===== src/rtl/sirq_pkg.sv =====
/*
 * sirq_pkg: register map, field positions, reset values and bus structs
 * for the serial interface interrupt request and flag-clearing block.
 * Assumes a 32-bit Avalon-MM slave with word-aligned byte addresses.
 */
package sirq_pkg;
    // register byte offsets
    localparam logic [7:0] SIRQ_OFF_CTRL = 8'h00;     // control_register
    localparam logic [7:0] SIRQ_OFF_STAT = 8'h04;     // status_control_register
    localparam logic [7:0] SIRQ_OFF_DATA = 8'h08;     // data_register
    localparam logic [7:0] SIRQ_OFF_ISTAT = 8'h0c;    // sticky event status
    localparam logic [7:0] SIRQ_OFF_IMASK = 8'h10;    // event mask
    // control field positions
    localparam int SIRQ_CTL_ENABLE = 0;               // module_enable_bit
    localparam int SIRQ_CTL_TXIE = 1;                 // tx_irq_enable
    localparam int SIRQ_CTL_RXIE = 2;                 // rx_irq_enable
    localparam int SIRQ_CTL_ERROR_IRQ_ENABLE = 3;                // error_irq_enable
    localparam int SIRQ_CTL_MASTER = 4;               // master select
    localparam int SIRQ_CTL_W = 5;
    // status field positions
    localparam int SIRQ_ST_TXE = 0;                   // tx_buffer_empty_flag
    localparam int SIRQ_ST_RXF = 1;                   // rx_full_flag
    localparam int SIRQ_ST_OVR = 2;                   // overrun_flag
    localparam int SIRQ_ST_MODE_FAULT_FLAG = 3;                  // mode_fault_flag
    localparam int SIRQ_ST_W = 4;
    // event bits share the status layout
    localparam int SIRQ_EV_W = 4;
    // reset values
    localparam logic [SIRQ_CTL_W-1:0] SIRQ_CTL_RST = 5'h00;
    localparam logic [SIRQ_ST_W-1:0] SIRQ_ST_RST = 4'h1;   // buffer starts empty
    localparam logic [SIRQ_EV_W-1:0] SIRQ_MASK_RST = 4'h0;
    // data width of the byte buffers
    localparam int SIRQ_DW = 8;

    // avalon request bundle
    typedef struct packed {
        logic [7:0] address;
        logic read;
        logic write;
        logic [31:0] writedata;
        logic [3:0] byteenable;
    } sirq_req_s;

    // shift side handshake into the block
    typedef struct packed {
        logic load_taken;                 // buffer byte moved to shifter
        logic rx_done;                    // byte received
        logic [SIRQ_DW-1:0] rx_byte;      // received byte
        logic fault;                      // mode fault condition level
    } sirq_shift_s;
endpackage : sirq_pkg


===== src/rtl/sirq_flag.sv =====
/*
 * sirq_flag: one status flag with set-beats-clear priority.
 * Assumes clear is a single-cycle pulse on the block clock; set may be a held level, as for the fault flag.
 */
`timescale 1ns/1ps
`default_nettype none
module sirq_flag #(
    parameter logic RST_VAL = 1'b0
) (
    input wire logic clock,
    input wire logic reset_n,
    input wire logic set,
    input wire logic clear,
    output logic flag
);
    // set wins so a coincident event is never lost
    always_ff @(posedge clock or negedge reset_n) begin
        if (!reset_n) begin
            flag <= RST_VAL;
        end else if (set) begin
            flag <= 1'b1;
        end else if (clear) begin
            flag <= 1'b0;
        end
    end
endmodule : sirq_flag
`default_nettype wire


===== src/rtl/sirq_top.sv =====
/*
 * sirq_top: interrupt request and flag-clearing logic of a serial
 * interface. Holds control, status, data and event registers on an
 * Avalon-MM slave; combines four flags with enables into three requests.
 * Assumes the shifter runs on the same clock and pulses its events; fault is a held level.
 */
// Notes on behaviour
// - tx request: empty flag, tx enable, module enable
// - rx request: full flag and rx enable only
// - error request: overrun or fault with error enable
// - rx full clears: status read, then data read
// - data write with byte lane 0 clears empty flag only; a load in the same cycle wins
// - fault clears: status read, control write, no fault
// - fault never clears enable nor resets interface
// - empty flag sets when buffer loads shifter
`timescale 1ns/1ps
`default_nettype none
module sirq_top
    import sirq_pkg::*;
#(
    parameter int ADDR_W = 8
) (
    input wire logic clock,
    input wire logic reset_n,
    input wire logic [ADDR_W-1:0] avs_address,
    input wire logic avs_read,
    input wire logic avs_write,
    input wire logic [31:0] avs_writedata,
    input wire logic [3:0] avs_byteenable,
    output logic [31:0] avs_readdata,
    output logic avs_waitrequest,
    input wire sirq_shift_s shift_in,
    output logic [SIRQ_DW-1:0] tx_byte,
    output logic tx_pending,
    output logic module_enable,
    output logic master_mode,
    output logic tx_irq,
    output logic rx_irq,
    output logic err_irq,
    output logic irq
);
    // elaboration check: a narrower bus cannot reach every offset
    if (ADDR_W < 8) begin : g_addr_chk
        $error("sirq_top: ADDR_W must be at least 8");
    end

    // answer states: one wait cycle, then done
    typedef enum logic [0:0] {
        SIRQ_IDLE = 1'b0,
        SIRQ_ACK = 1'b1
    } sirq_bus_e;

    sirq_bus_e bus_r;                          // bus answer state
    logic [SIRQ_CTL_W-1:0] ctrl_r;             // control register
    logic [SIRQ_DW-1:0] tx_buf_r;              // transmit buffer
    logic [SIRQ_DW-1:0] rx_buf_r;              // receive data
    logic [SIRQ_EV_W-1:0] ev_r;                // sticky events
    logic [SIRQ_EV_W-1:0] mask_r;              // event mask
    logic rxf_armed_r;                         // status read saw rx full
    logic mode_fault_flag_armed_r;                        // status read saw fault
    logic [31:0] rdata_nxt;
    logic txe, rxf, ovr, mode_fault_flag;
    logic acc_rd, acc_wr;
    logic rd_stat, rd_data, wr_ctrl, wr_data;
    logic clr_rxf, clr_mode_fault_flag, set_ovr;
    logic [SIRQ_ST_W-1:0] stat_v;
    logic [SIRQ_EV_W-1:0] ev_set;

    // offset match, used for every register decode
    function automatic logic hit(input logic [ADDR_W-1:0] a, input logic [7:0] off);
        hit = (a == ADDR_W'(off)); // upper address bits must be zero
    endfunction : hit

    // the access completes on the ack cycle, when waitrequest is low
    assign acc_rd = (bus_r == SIRQ_ACK) && avs_read;
    assign acc_wr = (bus_r == SIRQ_ACK) && avs_write && avs_byteenable[0];
    assign avs_waitrequest = (avs_read || avs_write) && (bus_r != SIRQ_ACK);
    assign rd_stat = acc_rd && hit(avs_address, SIRQ_OFF_STAT);
    assign rd_data = acc_rd && hit(avs_address, SIRQ_OFF_DATA);
    assign wr_ctrl = acc_wr && hit(avs_address, SIRQ_OFF_CTRL);
    assign wr_data = acc_wr && hit(avs_address, SIRQ_OFF_DATA);

    // bus state: every request waits exactly one cycle
    always_ff @(posedge clock or negedge reset_n) begin
        if (!reset_n) begin
            bus_r <= SIRQ_IDLE;
        end else begin
            case (bus_r)
                SIRQ_IDLE: if (avs_read || avs_write) bus_r <= SIRQ_ACK;
                SIRQ_ACK: bus_r <= SIRQ_IDLE;
                default: bus_r <= SIRQ_IDLE;
            endcase
        end
    end

    // control register; fault has no path here, only software writes
    always_ff @(posedge clock or negedge reset_n) begin
        if (!reset_n) begin
            ctrl_r <= SIRQ_CTL_RST;
        end else if (wr_ctrl) begin
            ctrl_r <= avs_writedata[SIRQ_CTL_W-1:0];
        end
    end
    assign module_enable = ctrl_r[SIRQ_CTL_ENABLE];
    assign master_mode = ctrl_r[SIRQ_CTL_MASTER];

    // transmit buffer; pending while the empty flag is low
    always_ff @(posedge clock or negedge reset_n) begin
        if (!reset_n) begin
            tx_buf_r <= '0;
        end else if (wr_data) begin
            tx_buf_r <= avs_writedata[SIRQ_DW-1:0];
        end
    end
    assign tx_byte = tx_buf_r;
    assign tx_pending = !txe;

    // receive data latch; a byte into a full buffer is an overrun
    // and is dropped so the unread byte survives
    assign set_ovr = shift_in.rx_done && rxf && !clr_rxf;
    always_ff @(posedge clock or negedge reset_n) begin
        if (!reset_n) begin
            rx_buf_r <= '0;
        end else if (shift_in.rx_done && !set_ovr) begin
            rx_buf_r <= shift_in.rx_byte;
        end
    end

    // arming for the two-step clears; any other access keeps the arm
    // so only the ordered pair completes the clear
    always_ff @(posedge clock or negedge reset_n) begin
        if (!reset_n) begin
            rxf_armed_r <= 1'b0;
            mode_fault_flag_armed_r <= 1'b0;
        end else begin
            if (rd_stat) rxf_armed_r <= rxf;
            else if (rd_data) rxf_armed_r <= 1'b0;
            if (rd_stat) mode_fault_flag_armed_r <= mode_fault_flag;
            else if (wr_ctrl || shift_in.fault) mode_fault_flag_armed_r <= 1'b0;
        end
    end
    assign clr_rxf = rd_data && rxf_armed_r;
    // fault still present blocks the clear
    assign clr_mode_fault_flag = wr_ctrl && mode_fault_flag_armed_r && !shift_in.fault;

    // the four status flags, set winning over clear
    sirq_flag #(.RST_VAL(SIRQ_ST_RST[SIRQ_ST_TXE])) u_txe (
        .clock(clock), .reset_n(reset_n),
        .set(shift_in.load_taken),
        .clear(wr_data),
        .flag(txe)
    );
    sirq_flag #(.RST_VAL(SIRQ_ST_RST[SIRQ_ST_RXF])) u_rxf (
        .clock(clock), .reset_n(reset_n),
        .set(shift_in.rx_done), .clear(clr_rxf), .flag(rxf)
    );
    // overrun clears with the same ordered pair as rx full
    sirq_flag #(.RST_VAL(SIRQ_ST_RST[SIRQ_ST_OVR])) u_ovr (
        .clock(clock), .reset_n(reset_n),
        .set(set_ovr), .clear(clr_rxf), .flag(ovr)
    );
    sirq_flag #(.RST_VAL(SIRQ_ST_RST[SIRQ_ST_MODE_FAULT_FLAG])) u_mode_fault_flag (
        .clock(clock), .reset_n(reset_n),
        .set(shift_in.fault && !master_mode), .clear(clr_mode_fault_flag), .flag(mode_fault_flag)
    );

    // request levels, combinational so they drop with the flag
    assign tx_irq = txe && ctrl_r[SIRQ_CTL_TXIE] && module_enable;
    assign rx_irq = rxf && ctrl_r[SIRQ_CTL_RXIE];
    assign err_irq = (ovr || mode_fault_flag) && ctrl_r[SIRQ_CTL_ERROR_IRQ_ENABLE];

    // sticky event register, write one to clear, set wins
    always_comb begin
        ev_set = '0;
        ev_set[SIRQ_ST_TXE] = shift_in.load_taken;
        ev_set[SIRQ_ST_RXF] = shift_in.rx_done;
        ev_set[SIRQ_ST_OVR] = set_ovr;
        ev_set[SIRQ_ST_MODE_FAULT_FLAG] = shift_in.fault && !master_mode;
    end
    always_ff @(posedge clock or negedge reset_n) begin
        if (!reset_n) begin
            ev_r <= '0;
            mask_r <= SIRQ_MASK_RST;
        end else begin
            if (acc_wr && hit(avs_address, SIRQ_OFF_ISTAT)) begin
                ev_r <= (ev_r & ~avs_writedata[SIRQ_EV_W-1:0]) | ev_set;
            end else begin
                ev_r <= ev_r | ev_set;
            end
            if (acc_wr && hit(avs_address, SIRQ_OFF_IMASK)) begin
                mask_r <= avs_writedata[SIRQ_EV_W-1:0];
            end
        end
    end
    assign irq = |(ev_r & mask_r);

    // read mux; unmapped addresses read zero
    always_comb begin
        stat_v = '0;
        stat_v[SIRQ_ST_TXE] = txe;
        stat_v[SIRQ_ST_RXF] = rxf;
        stat_v[SIRQ_ST_OVR] = ovr;
        stat_v[SIRQ_ST_MODE_FAULT_FLAG] = mode_fault_flag;
        rdata_nxt = '0;
        if (hit(avs_address, SIRQ_OFF_CTRL)) rdata_nxt[SIRQ_CTL_W-1:0] = ctrl_r;
        else if (hit(avs_address, SIRQ_OFF_STAT)) rdata_nxt[SIRQ_ST_W-1:0] = stat_v;
        else if (hit(avs_address, SIRQ_OFF_DATA)) rdata_nxt[SIRQ_DW-1:0] = rx_buf_r;
        else if (hit(avs_address, SIRQ_OFF_ISTAT)) rdata_nxt[SIRQ_EV_W-1:0] = ev_r;
        else if (hit(avs_address, SIRQ_OFF_IMASK)) rdata_nxt[SIRQ_EV_W-1:0] = mask_r;
    end
    // read data registered in the wait cycle, valid on the ack cycle
    always_ff @(posedge clock or negedge reset_n) begin
        if (!reset_n) begin
            avs_readdata <= '0;
        end else if (avs_read && bus_r == SIRQ_IDLE) begin
            avs_readdata <= rdata_nxt;
        end
    end
endmodule : sirq_top
`default_nettype wire


===== config.mk =====
export PLATFORM = sky130hd
export DESIGN_NAME = sirq_top
export DESIGN_NICKNAME = d
export VERILOG_FILES = /design/src/rtl/sirq_pkg.sv /design/src/rtl/sirq_flag.sv /design/src/rtl/sirq_top.sv
export SDC_FILE = /design/constraint.sdc
export NUM_CORES = 1
export LEC_CHECK = 0
export ABC_CLOCK_PERIOD_IN_PS = 2400
export BUFFER_PORTS_ARGS = -buffer_cell sky130_fd_sc_hd__buf_2
export CAP_MARGIN = 20
export CORE_MARGIN = 1
export CORE_UTILIZATION = 50
export DETAILED_ROUTE_END_ITERATION = 10
export GPL_TIMING_DRIVEN = 0
export PLACE_DENSITY_LB_ADDON = 0.08
export SLEW_MARGIN = 40
export SYNTH_ARGS = -nofsm -noshare
export SYNTH_HDL_FRONTEND = slang
export SYNTH_SLANG_ARGS = --single-unit

===== constraint.sdc =====
create_clock -name clock -period 2.4 [get_ports clock]
set_input_delay 0.36 -clock clock [delete_from_list [all_inputs] [get_ports clock]]
set_output_delay 0.36 -clock clock [all_outputs]
set_load 0.02 [all_outputs]

======== After elaboration in Yosys (flattened, before gate mapping) ========
Cells that the tools add are included.
W data, S select, Z words.
operators by class
  reduce and logical (&&, ||, !) cells .... 38
  equality and inequality tests ........... 4
  bitwise logic cells ..................... 6
  mux-type cells .......................... 22
operators with widths
  kind                  count
  $mux W4               7
  $logic_and A1 B1 Y1   22
  $eq A8 B4 Y1 const B  2
  $mux W1               12
  $reduce_bool A2 Y1    6
  $and A4 B4 Y4         2
  $eq A8 B3 Y1 const B  1
  $eq A8 B5 Y1 const B  1
  $logic_not A8 Y1      1
  $or A4 B4 Y4          2
  $logic_not A1 Y1      5
  $mux W5               1
  $not A4 Y4            1
  $reduce_or A4 Y1      1
  $logic_or A1 B1 Y1    3
  $mux W3               1
  $pmux W1 S2           1
  $not A1 Y1            1
word-level totals
  register bits after elaboration ......... 44
  logic and storage cells ................. 83
  output and inout bits ................... 48
  input bits .............................. 59

======== Longest topological paths before layout ========
Gate-level depths: netlist (run 1).
  word-level depth ........................ 7
  mapped depth ............................ 5
  mapped depth without buffers ............ 4

======== Hierarchy ========
From an unflattened synthesis (run 1), not the netlist that was laid out.
unflattened totals
  cells, all modules ...................... 216
  area total of the unflattened synthesis .. 2323.5 um^2
by module, submodules not included
  module                              area an instance (um^2)  instances  cells an instance  sequential area each (um^2)
  sirq_top                            2177.1                   1          204                1001.0
  sirq_flag at u_mode_fault_flag ...  36.3                     3          3                  25.0
  sirq_flag at u_txe                  37.5                     1          3                  26.3

======== Least setup slack after synthesis (run 1) ========
Ideal clock, no wire load.
  path type ............................... input -> register
  from .................................... in avs_address[5]
  to ...................................... reg mode_fault_flag_armed_r
  arrival time ............................ 1519 ps
  path slack .............................. 761 ps
  path buffers ............................ 1
  setup time .............................. 120 ps
  stages .................................. 5
  required time ........................... 2280 ps
  cells stage by stage .................... or4_1 > buf_2 > nor3_2 > a2111oi_0 > a31o_1
on the way
  word-level cells in the longest chain between the ends .. 4
  elaborated cells between the ends (all ways) .. 7
  those cells by class .................... eq/ne (1); mux (1); reduce/logical (5)
RTL lines
  element                       RTL line         RTL
  start: declaration            sirq_top.sv:25   input wire logic [ADDR_W-1:0] avs_address,
  $logic_not A8 Y1              sirq_top.sv:71   hit = (a == ADDR_W'(off));
  $logic_and A1 B1 Y1           sirq_top.sv:80   assign wr_ctrl = acc_wr && hit(avs_address, SIRQ_OFF_CTRL);
  $logic_or A1 B1 Y1            sirq_top.sv:139  else if (wr_ctrl || shift_in.fault) mode_fault_flag_armed_r <= 1'b0;
  $reduce_bool A2 Y1 (no line)  n/a
  end signal: assignment        sirq_top.sv:138  if (rd_stat) mode_fault_flag_armed_r <= mode_fault_flag;
  end: declaration              sirq_top.sv:60   logic mode_fault_flag_armed_r;
Several ways; a longest one is shown, not always the timed one.
A chain may end at the register's enable or synchronous reset.

======== Worst setup path in the final report (run 1) ========
  from .................................... in avs_address[4]
  to ...................................... reg rx_buf_r[0]
on the way
  word-level cells in the longest chain between the ends .. 7
RTL lines
  element                 RTL line         RTL
  $eq A8 B4 Y1            sirq_top.sv:71
  $logic_and A1 B1 Y1     sirq_top.sv:79   assign rd_data = acc_rd && hit(avs_address, SIRQ_OFF_DATA);
  $logic_and A1 B1 Y1     sirq_top.sv:142  assign clr_rxf = rd_data && rxf_armed_r;
  $logic_not A1 Y1        sirq_top.sv:120  assign set_ovr = shift_in.rx_done && rxf && !clr_rxf;
  $logic_and A1 B1 Y1     sirq_top.sv:120
  $logic_not A1 Y1        sirq_top.sv:124  end else if (shift_in.rx_done && !set_ovr) begin
  $logic_and A1 B1 Y1     sirq_top.sv:124
  end signal: assignment  sirq_top.sv:125  rx_buf_r <= shift_in.rx_byte;
  end: declaration        sirq_top.sv:56   logic [SIRQ_DW-1:0] rx_buf_r;
Every way passes these cells.

==> summary.txt, run 1 <==
Outcome
  • Status: completed

Finish
  • Number of fill cells: 377
  • N_diodes: 0
  • Layout area overhead: 24.2%
  • Layout cells sized above 1: 39.8%
  • Final #Nets: 347

STA
  • Slew HR: 57.4%
  • Final Hold Viols: 0
  • RSZ-0062 raised after global routing: false
  • Final hold slack: 0.0397 ns
  • Slew Limit Fails: 0
  • Final setup vio count: 0
  • Fin crit share: 68.9%
  • Final worst slack: 0.747 ns
  • Final min period: 1.65 ns
  • Worst-Margin Slew: 0.637 ns
  • TNS Setup: 0 ns
  • Final Skew: 0.00449 ns
  • Max Fclk: 605 MHz

Critical path
  • Arr. time, crit path: 1.84 ns
  • Critical Path Start: avs_address[4]
  • Crit path launch type: input pin
  • Reg-to-Reg End: avs_readdata[2]
  • Critical path buffers and inverters: 2
  • Worst R2R Setup Slack: 0.76 ns
  • Number of cells on the critical path: 6
  • Worst reg2reg startpoint: bus_r
  • R2R depth: 5
  • Critical path class: input pin to flop
  • Worst EP required: 2.59 ns
  • CP delay by family, top: simple AND/OR/NAND/NOR gates
  • Slowest stage cell, crit path: nor4_4
  • Worst path max stage delay: 0.40 ns
  • Worst Path Max Fanout: 8
  • CP endpoint kind: flop
  • CP Cell Sequence: buf_2, nor4_4, nand4_1, a21bo_1, buf_6, mux2_4

Detailed routing
  • Router iterations before antenna repair: 4
  • Detailed router's first-iteration violation count: 96
  • DRT antenna net count: 0
  • Vias per cell: 5.21
  • DR WL/cell: 14.7 um
  • DRC viols: 0
  • Routed WL: 5010 um
  • Vias post-DR: 1778

Clock tree
  • Clock Latency Late Sink: 0.30 ns
  • Resized Gates After CTS: 0
  • CTS tree: built
  • Total CTS buffers: 5
  • CTS Sinks: 44
  • CTS Root Cell: clkbuf_8
  • Clock tree buffer depth: 2
  • Clk slew on worst S/H paths: 0.08 ns
  • # H-tree levels: 2
  • Postcts setup bufs: 0
  • Hold_buf cts: 0

Global routing
  • Antenna violations before repair: 0
  • Vias in the first global route: 1680
  • Largest net degree at the start of global routing: 45
  • Met3 Use GR: 5.23%
  • Total track usage: 22.0%
  • Met2 Resource Use GR: 33.2%
  • First-pass GRT wire length: 8310 um
  • Top Usage Layer GRT: met2
  • Met1 GRT Util: 31.4%
  • Gr ovfl total: 0

Die
  • Die area: 4860 um2
  • Die Y: 69.7 um
  • Initial Util: 52.3%
  • Number of I/O pins: 107
  • CORE AREA: 4380 um2
  • Row count: 24
  • Horiz. Die Dim: 69.7 um

Synth
  • Seq cells post-synth: 44
  • Asr flop ratio synth: 100%
  • Synth top cells by count: dfrtp_1, buf_4, nand2_1, a21oi_1, o21ai_0
  • EDFF count, synth: 0
  • Syn_area_per_cell: 11.3 um2
  • Synthesized cell area: 2290 um2
  • Mapped Cells: 203
  • Most frequent cell after synthesis: dfrtp_1
  • Synth Warn #: 0
  • Netlist cell types: 47
  • Cell accounting for the most synthesized area: dfrtp_1
  • Sequential area share after synthesis: 48.1%
  • Ys flop type: dfrtp_1
  • Yosys top cell area share: 47.0%
  • Synth area leaders: dfrtp_1, buf_4, mux2_4

Place
  • Setup WS pre-CTS: 0.431 ns
  • Gpl congestion: 0.832
  • Final HPWL from detailed placement: 3770 um
  • IO Port Bufs: 55

Pwr
  • PD cells: 581 nW/um2
  • Switch Pwr: 0.412 mW
  • Peak VDD IR: 0.279 mV
  • Static Leak: 1.48 nW
  • Comb pwr share: 13.7%
  • Switching share of power: 24.9%
  • Clock power frac: 38.0%
  • Pint: 1.24 mW
  • Seq pwr share: 48.4%

Hold path
  • Worst min path class: input pin to asynchronous set/reset pin

Flow run
  • Max Cap Viol: 0
[cells in the final DEF, fill, tap and decap left out, types with 2 or more instances in the layout]
master    instances
nand2_1          17
a21oi_1          12
nor3_1            4
buf_4            25
clkbuf_1          2
a22o_1            2
a21o_1            4
nand2b_1          2
nor3b_1           2
and3_1            4
mux2i_1           3
mux2_2            8
buf_2            58
o21ai_0           9
conb_1           24
a32o_1            2
nor4b_2           2
inv_1             3
clkbuf_8          7
mux2_1            8
and4_1            3
o31ai_1           4
dfrtp_1          43
mux2_4            8
a22oi_1           4
nor4_1            4
nor2_1            3
[registers in the layout (all words and copies together) (netlist names)]
register                 cells
avs_readdata                 8
bus_r                        1
ctrl_r                       5
ev_r                         4
mask_r                       4
mode_fault_flag_armed_r      1
rx_buf_r                     8
rxf_armed_r                  1
tx_byte                      8
u_mode_fault_flag.flag       1
u_ovr.flag                   1
u_rxf.flag                   1
u_txe.flag                   1
[power by group through the flow]
| stage | clock [mW] | sequential [mW] | combinational, mW |
|---|---|---|---|
| detailed placement | 0 | 0.814 | 0.224 |
| finish | 0.627 | 0.799 | 0.226 |
| floorplan | 0 | 0.811 | 0.143 |
| global placement | 0 | 0.813 | 0.221 |
| CTS | 0.640 | 0.800 | 0.226 |
| global route | 0.669 | 0.804 | 0.247 |
[worst max path at each step]
| stage | slack [ns] | end |
|---|---|---|
| after floorplan | 0.76 | mode_fault_flag_armed_r |
| after global placement | 0.44 | tx_byte[5] |
| final | 0.75 | rx_buf_r[0] |
| after detailed placement | 0.43 | tx_byte[5] |
| after CTS | 0.76 | tx_byte[5] |
| after global routing | 0.55 | avs_readdata[2] |
[layer usage]
metal | vias up | wire length [um]
li1 | 860 | -
met1 | 852 | 2340
met2 | 59 | 2320
met3 | 7 | 266
met4 | 0 | 72
met5 | - | 0
[cell families (layout without fill, tap and decap cells)]
logic type	count (synthesis)	after routing	synth area share, %
and+or+nand+nor	52	52	14.4
other	1	24	0.164
DFF	44	44	48.1
buffers and inverters	35	98	10.2
AOI/OAI and AO/OA	44	44	12.7
muxes	27	27	14.4
[through the flow]
step                instances  cell area, um2  utilization (%)  power [mW]
floorplan                 226            2380                -       0.953
global placement          333            2720             62.0        1.03
detailed placement        333            2720             62.0        1.04
CTS                       341            2850             64.9        1.66
global route              341            2850             64.9        1.72
finish                    341            2850             64.9        1.65
[layout make-up]
class	count	area, um2	share of cell area [%]
Inverter	4	15.0	0.527
Clock inverter	1	30.0	1.05
Multi-Input combinational cell	147	1040	36.6
Buffer	31	219	7.69
Tap cell	52	65.1	2.29
Clock buffer	7	96.3	3.38
Timing Repair Buffer	55	278	9.76
Sequential cell	44	1100	38.7
(Power assumes the default switching activity.)
==> run 2: changes to the inputs <==
--- a/config.mk
+++ b/config.mk
@@ -5,11 +5,12 @@
 export SDC_FILE = /design/constraint.sdc
 export NUM_CORES = 1
 export LEC_CHECK = 0
-export ABC_CLOCK_PERIOD_IN_PS = 2400
+export ABC_AREA = 1
+export ABC_CLOCK_PERIOD_IN_PS = 1600
 export BUFFER_PORTS_ARGS = -buffer_cell sky130_fd_sc_hd__buf_2
 export CAP_MARGIN = 20
 export CORE_MARGIN = 1
-export CORE_UTILIZATION = 50
+export CORE_UTILIZATION = 47
 export DETAILED_ROUTE_END_ITERATION = 10
 export GPL_TIMING_DRIVEN = 0
 export PLACE_DENSITY_LB_ADDON = 0.08
==> constraint.sdc (replaced) <==
create_clock -name clock -period 1.6 [get_ports clock]
set_input_delay 0.24 -clock clock [delete_from_list [all_inputs] [get_ports clock]]
set_output_delay 0.24 -clock clock [all_outputs]
set_load 0.02 [all_outputs]
==> run 2 against run 1 <==
Compared with the run above:
- global-route usage shrank 2.2 points
- flip-flop and latch count unchanged
- non-clock buffer count is 2 lower
- clock power increased by 87%
- area after synthesis is 0.71% higher
- routed wire length down 5.1%
- first-iteration DRC count fell by 21%
- largest cell class unchanged
- highest routed layer unchanged
==> summary.txt, run 2 <==
Outcome
  • Status: completed

Critical path
  • CP Cell Sequence: nor2_4, inv_1, a21oi_1, nand2_1, nor2_1, nor2_1
  • Worst R2R Setup Slack: 0.15 ns (-0.61 ns)
  • Critical path class: flop to flop
  • Worst path max stage delay: 0.44 ns (+0.04 ns)
  • CP endpoint kind: flop
  • Slowest stage cell, crit path: dfrtp_1
  • Worst Path Max Fanout: 10 (+2)
  • Arr. time, crit path: 1.64 ns (-0.20 ns)
  • Worst EP required: 1.79 ns (-0.80 ns)
  • Crit path launch type: flop
  • Most frequent CP cell: nor2_1

Die
  • Row count: 25 (+4.2%)
  • Die Y: 72.1 um (+3.4%)
  • Die area: 5190 um2 (+6.9%)
  • Horiz. Die Dim: 72.1 um (+3.4%)
  • Initial Util: 48.8% (-3.4 points)
  • CORE AREA: 4720 um2 (+7.7%)
  • Number of I/O pins: 107 (unchanged)

Pwr
  • PD cells: 930 nW/um2 (+60%)
  • Clock power frac: 42.9% (+4.9 points)
  • Peak VDD IR: 0.609 mV (+120%)
  • Switching share of power: 23.6% (-1.3 points)
  • Static Leak: 1.63 nW (+10%)
  • Comb pwr share: 13.2% (-0.5 points)
  • Switch Pwr: 0.643 mW (+56%)
  • Pint: 2.08 mW (+67%)
  • Seq pwr share: 43.9% (-4.5 points)

Clock tree
  • Hold_buf cts: 1 (+1)
  • Resized Gates After CTS: 0 (unchanged)
  • # H-tree levels: 2 (unchanged)
  • Clock Latency Late Sink: 0.30 ns (about the same)
  • CTS tree: built
  • CTS Sinks: 44 (unchanged)
  • Clk slew on worst S/H paths: 0.08 ns (about the same)
  • Postcts setup bufs: 0 (unchanged)
  • Clock tree buffer depth: 2 (unchanged)
  • CTS Root Cell: clkbuf_8
  • Total CTS buffers: 5 (unchanged)

Synth
  • Asr flop ratio synth: 100% (unchanged)
  • Synthesized cell area: 2310 um2 (+0.71%)
  • Cell accounting for the most synthesized area: dfrtp_1
  • Syn_area_per_cell: 8.67 um2 (-23%)
  • EDFF count, synth: 0 (unchanged)
  • Sequential area share after synthesis: 47.8% (-0.34 points)
  • Mapped Cells: 266 (+31%)
  • Synth top cells by count: nand2_1, dfrtp_1, buf_4, inv_1, nand3_1
  • Yosys top cell area share: 46.6% (-0.33 points)
  • Ys flop type: dfrtp_1
  • Most frequent cell after synthesis: nand2_1
  • Synth area leaders: dfrtp_1, nand2_1, buf_4
  • Synth Warn #: 0 (unchanged)
  • Netlist cell types: 29 (-38%)
  • Seq cells post-synth: 44 (unchanged)

Global routing
  • Vias in the first global route: 1713 (+2.0%)
  • Largest net degree at the start of global routing: 45 (unchanged)
  • Gr ovfl total: 0 (unchanged)
  • Total track usage: 19.9% (-2.2 points)
  • First-pass GRT wire length: 7800 um (-6.1%)
  • Antenna violations before repair: 0 (unchanged)

Place
  • Final HPWL from detailed placement: 3610 um (-4.4%)
  • DP Area: 2760 um2 (+1.3%)
  • Gpl congestion: 0.786 (-5.6%)
  • Setup WS pre-CTS: 0.160 ns (-0.271 ns)
  • IO Port Bufs: 55 (unchanged)

Detailed routing
  • Routed WL: 4750 um (-5.1%)
  • DRC viols: 0 (unchanged)
  • DR WL/cell: 11.3 um (-23%)
  • Router iterations before antenna repair: 4 (unchanged)
  • DRT antenna net count: 0 (unchanged)
  • Vias per cell: 4.52 (-13%)
  • Vias post-DR: 1897 (+6.7%)
  • Detailed router's first-iteration violation count: 76 (-21%)

STA
  • RSZ-0062 raised after global routing: false
  • Final Skew: 0.00504 ns (+0.000555 ns)
  • Max Fclk: 688 MHz
  • TNS Setup: 0 ns (unchanged)
  • Slew Limit Fails: 0 (unchanged)
  • Worst-Margin Slew: 0.546 ns (-0.0904 ns)
  • Final Hold Viols: 0 (unchanged)
  • Fin crit share: 90.8%
  • Final setup vio count: 0 (unchanged)
  • Final min period: 1.45 ns
  • Slew HR: 63.6% (+6.1 points)
  • Final worst slack: 0.146 ns (-0.600 ns)

Finish
  • Layout area overhead: 26.7%
  • Layout cells sized above 1: 32.6% (-7.2 points)
  • Number of fill cells: 457 (+21%)
  • Commonest cells after routing, fill and taps aside: nand2_1, buf_2, dfrtp_1, buf_4, conb_1
  • Most common cell after layout, fill and taps aside: nand2_1
  • N_diodes: 0 (unchanged)
  • Final #Nets: 411 (+18%)
  • Final Cell Area: 2920 um2 (+2.7%)

Hold path
  • Worst min path class: input pin to flop

Flow run
  • Max Cap Viol: 0 (unchanged)
[run 2: power groups by stage]
stage / registers [mW] / clock network [mW] / logic, mW
after global placement: 1.22 / 0 / 0.353
final: 1.19 / 1.17 / 0.359
after CTS: 1.19 / 1.19 / 0.362
after detailed placement: 1.22 / 0 / 0.360
after floorplan: 1.24 / 0 / 0.208
after global routing: 1.20 / 1.22 / 0.399
[run 2: final cells by class]
cell class / count / area, um2 / area share (%)
Multi-Input combinational cell: 194 / 983 / 33.6
Timing Repair Buffer: 56 / 288 / 9.84
Tap cell: 67 / 83.8 / 2.87
Inverter: 23 / 86.3 / 2.95
Buffer: 28 / 221 / 7.57
Clock buffer: 5 / 68.8 / 2.35
Clock inverter: 3 / 90.1 / 3.08
Sequential cell: 44 / 1100 / 37.7
[run 2: metal layers]
layer / global-route usage (%) / vias to the layer above / wire length (um)
met5: 0 / - / 0
met4: 7.19 / 0 / 66
met3: 3.47 / 8 / 195
met2: 31.7 / 52 / 2280
met1: 27.3 / 873 / 2210
li1: - / 964 / -
[run 2: path summary, 6_finish.rpt]
kind | start | to | cells after the start
worst min register to register | rx_buf_r[7] | rx_buf_r[7] | 2
worst min-delay path | shift_in[10] | u_txe.flag | 3
min in group asynchronous | reset_n | avs_readdata[4] | 2
worst max-delay path | bus_r | avs_readdata[2] | 6
max in group asynchronous | reset_n | u_txe.flag | 2
worst max register to register | bus_r | avs_readdata[2] | 6
[run 2: through the flow]
step | std cells | hold WS, ns | total power [mW] | utilization (%)
3_5_place_dp | 411 | 0.270 | 1.58 | 58.3
5_1_grt | 420 | 0.145 | 2.82 | 61.9
4_1_cts | 420 | 0.128 | 2.74 | 61.9
3_3_place_gp | 411 | 0.442 | 1.57 | 58.3
2_1_floorplan | 289 | -0.0556 | 1.45 | -
6_report | 420 | 0.131 | 2.72 | 61.9
[run 2: cells by family after synthesis]
family / share of synthesized area (%)
AOI/OAI and AO/OA: 7.48
buffers and inverters: 13.3
DFF: 47.8
muxes: 1.95
other: 0.163
and+or+nand+nor: 29.3
[run 2: critical path: cells and delay by family (launching register included)]
| kind | cells | cell delay, ns |
|---|---|---|
| AND/OR/NAND/NOR | 4 | 0.53 |
| buffers and inverters | 1 | 0.21 |
| AO/OA/AOI/OAI | 1 | 0.17 |
| flip-flops | 1 | 0.44 |
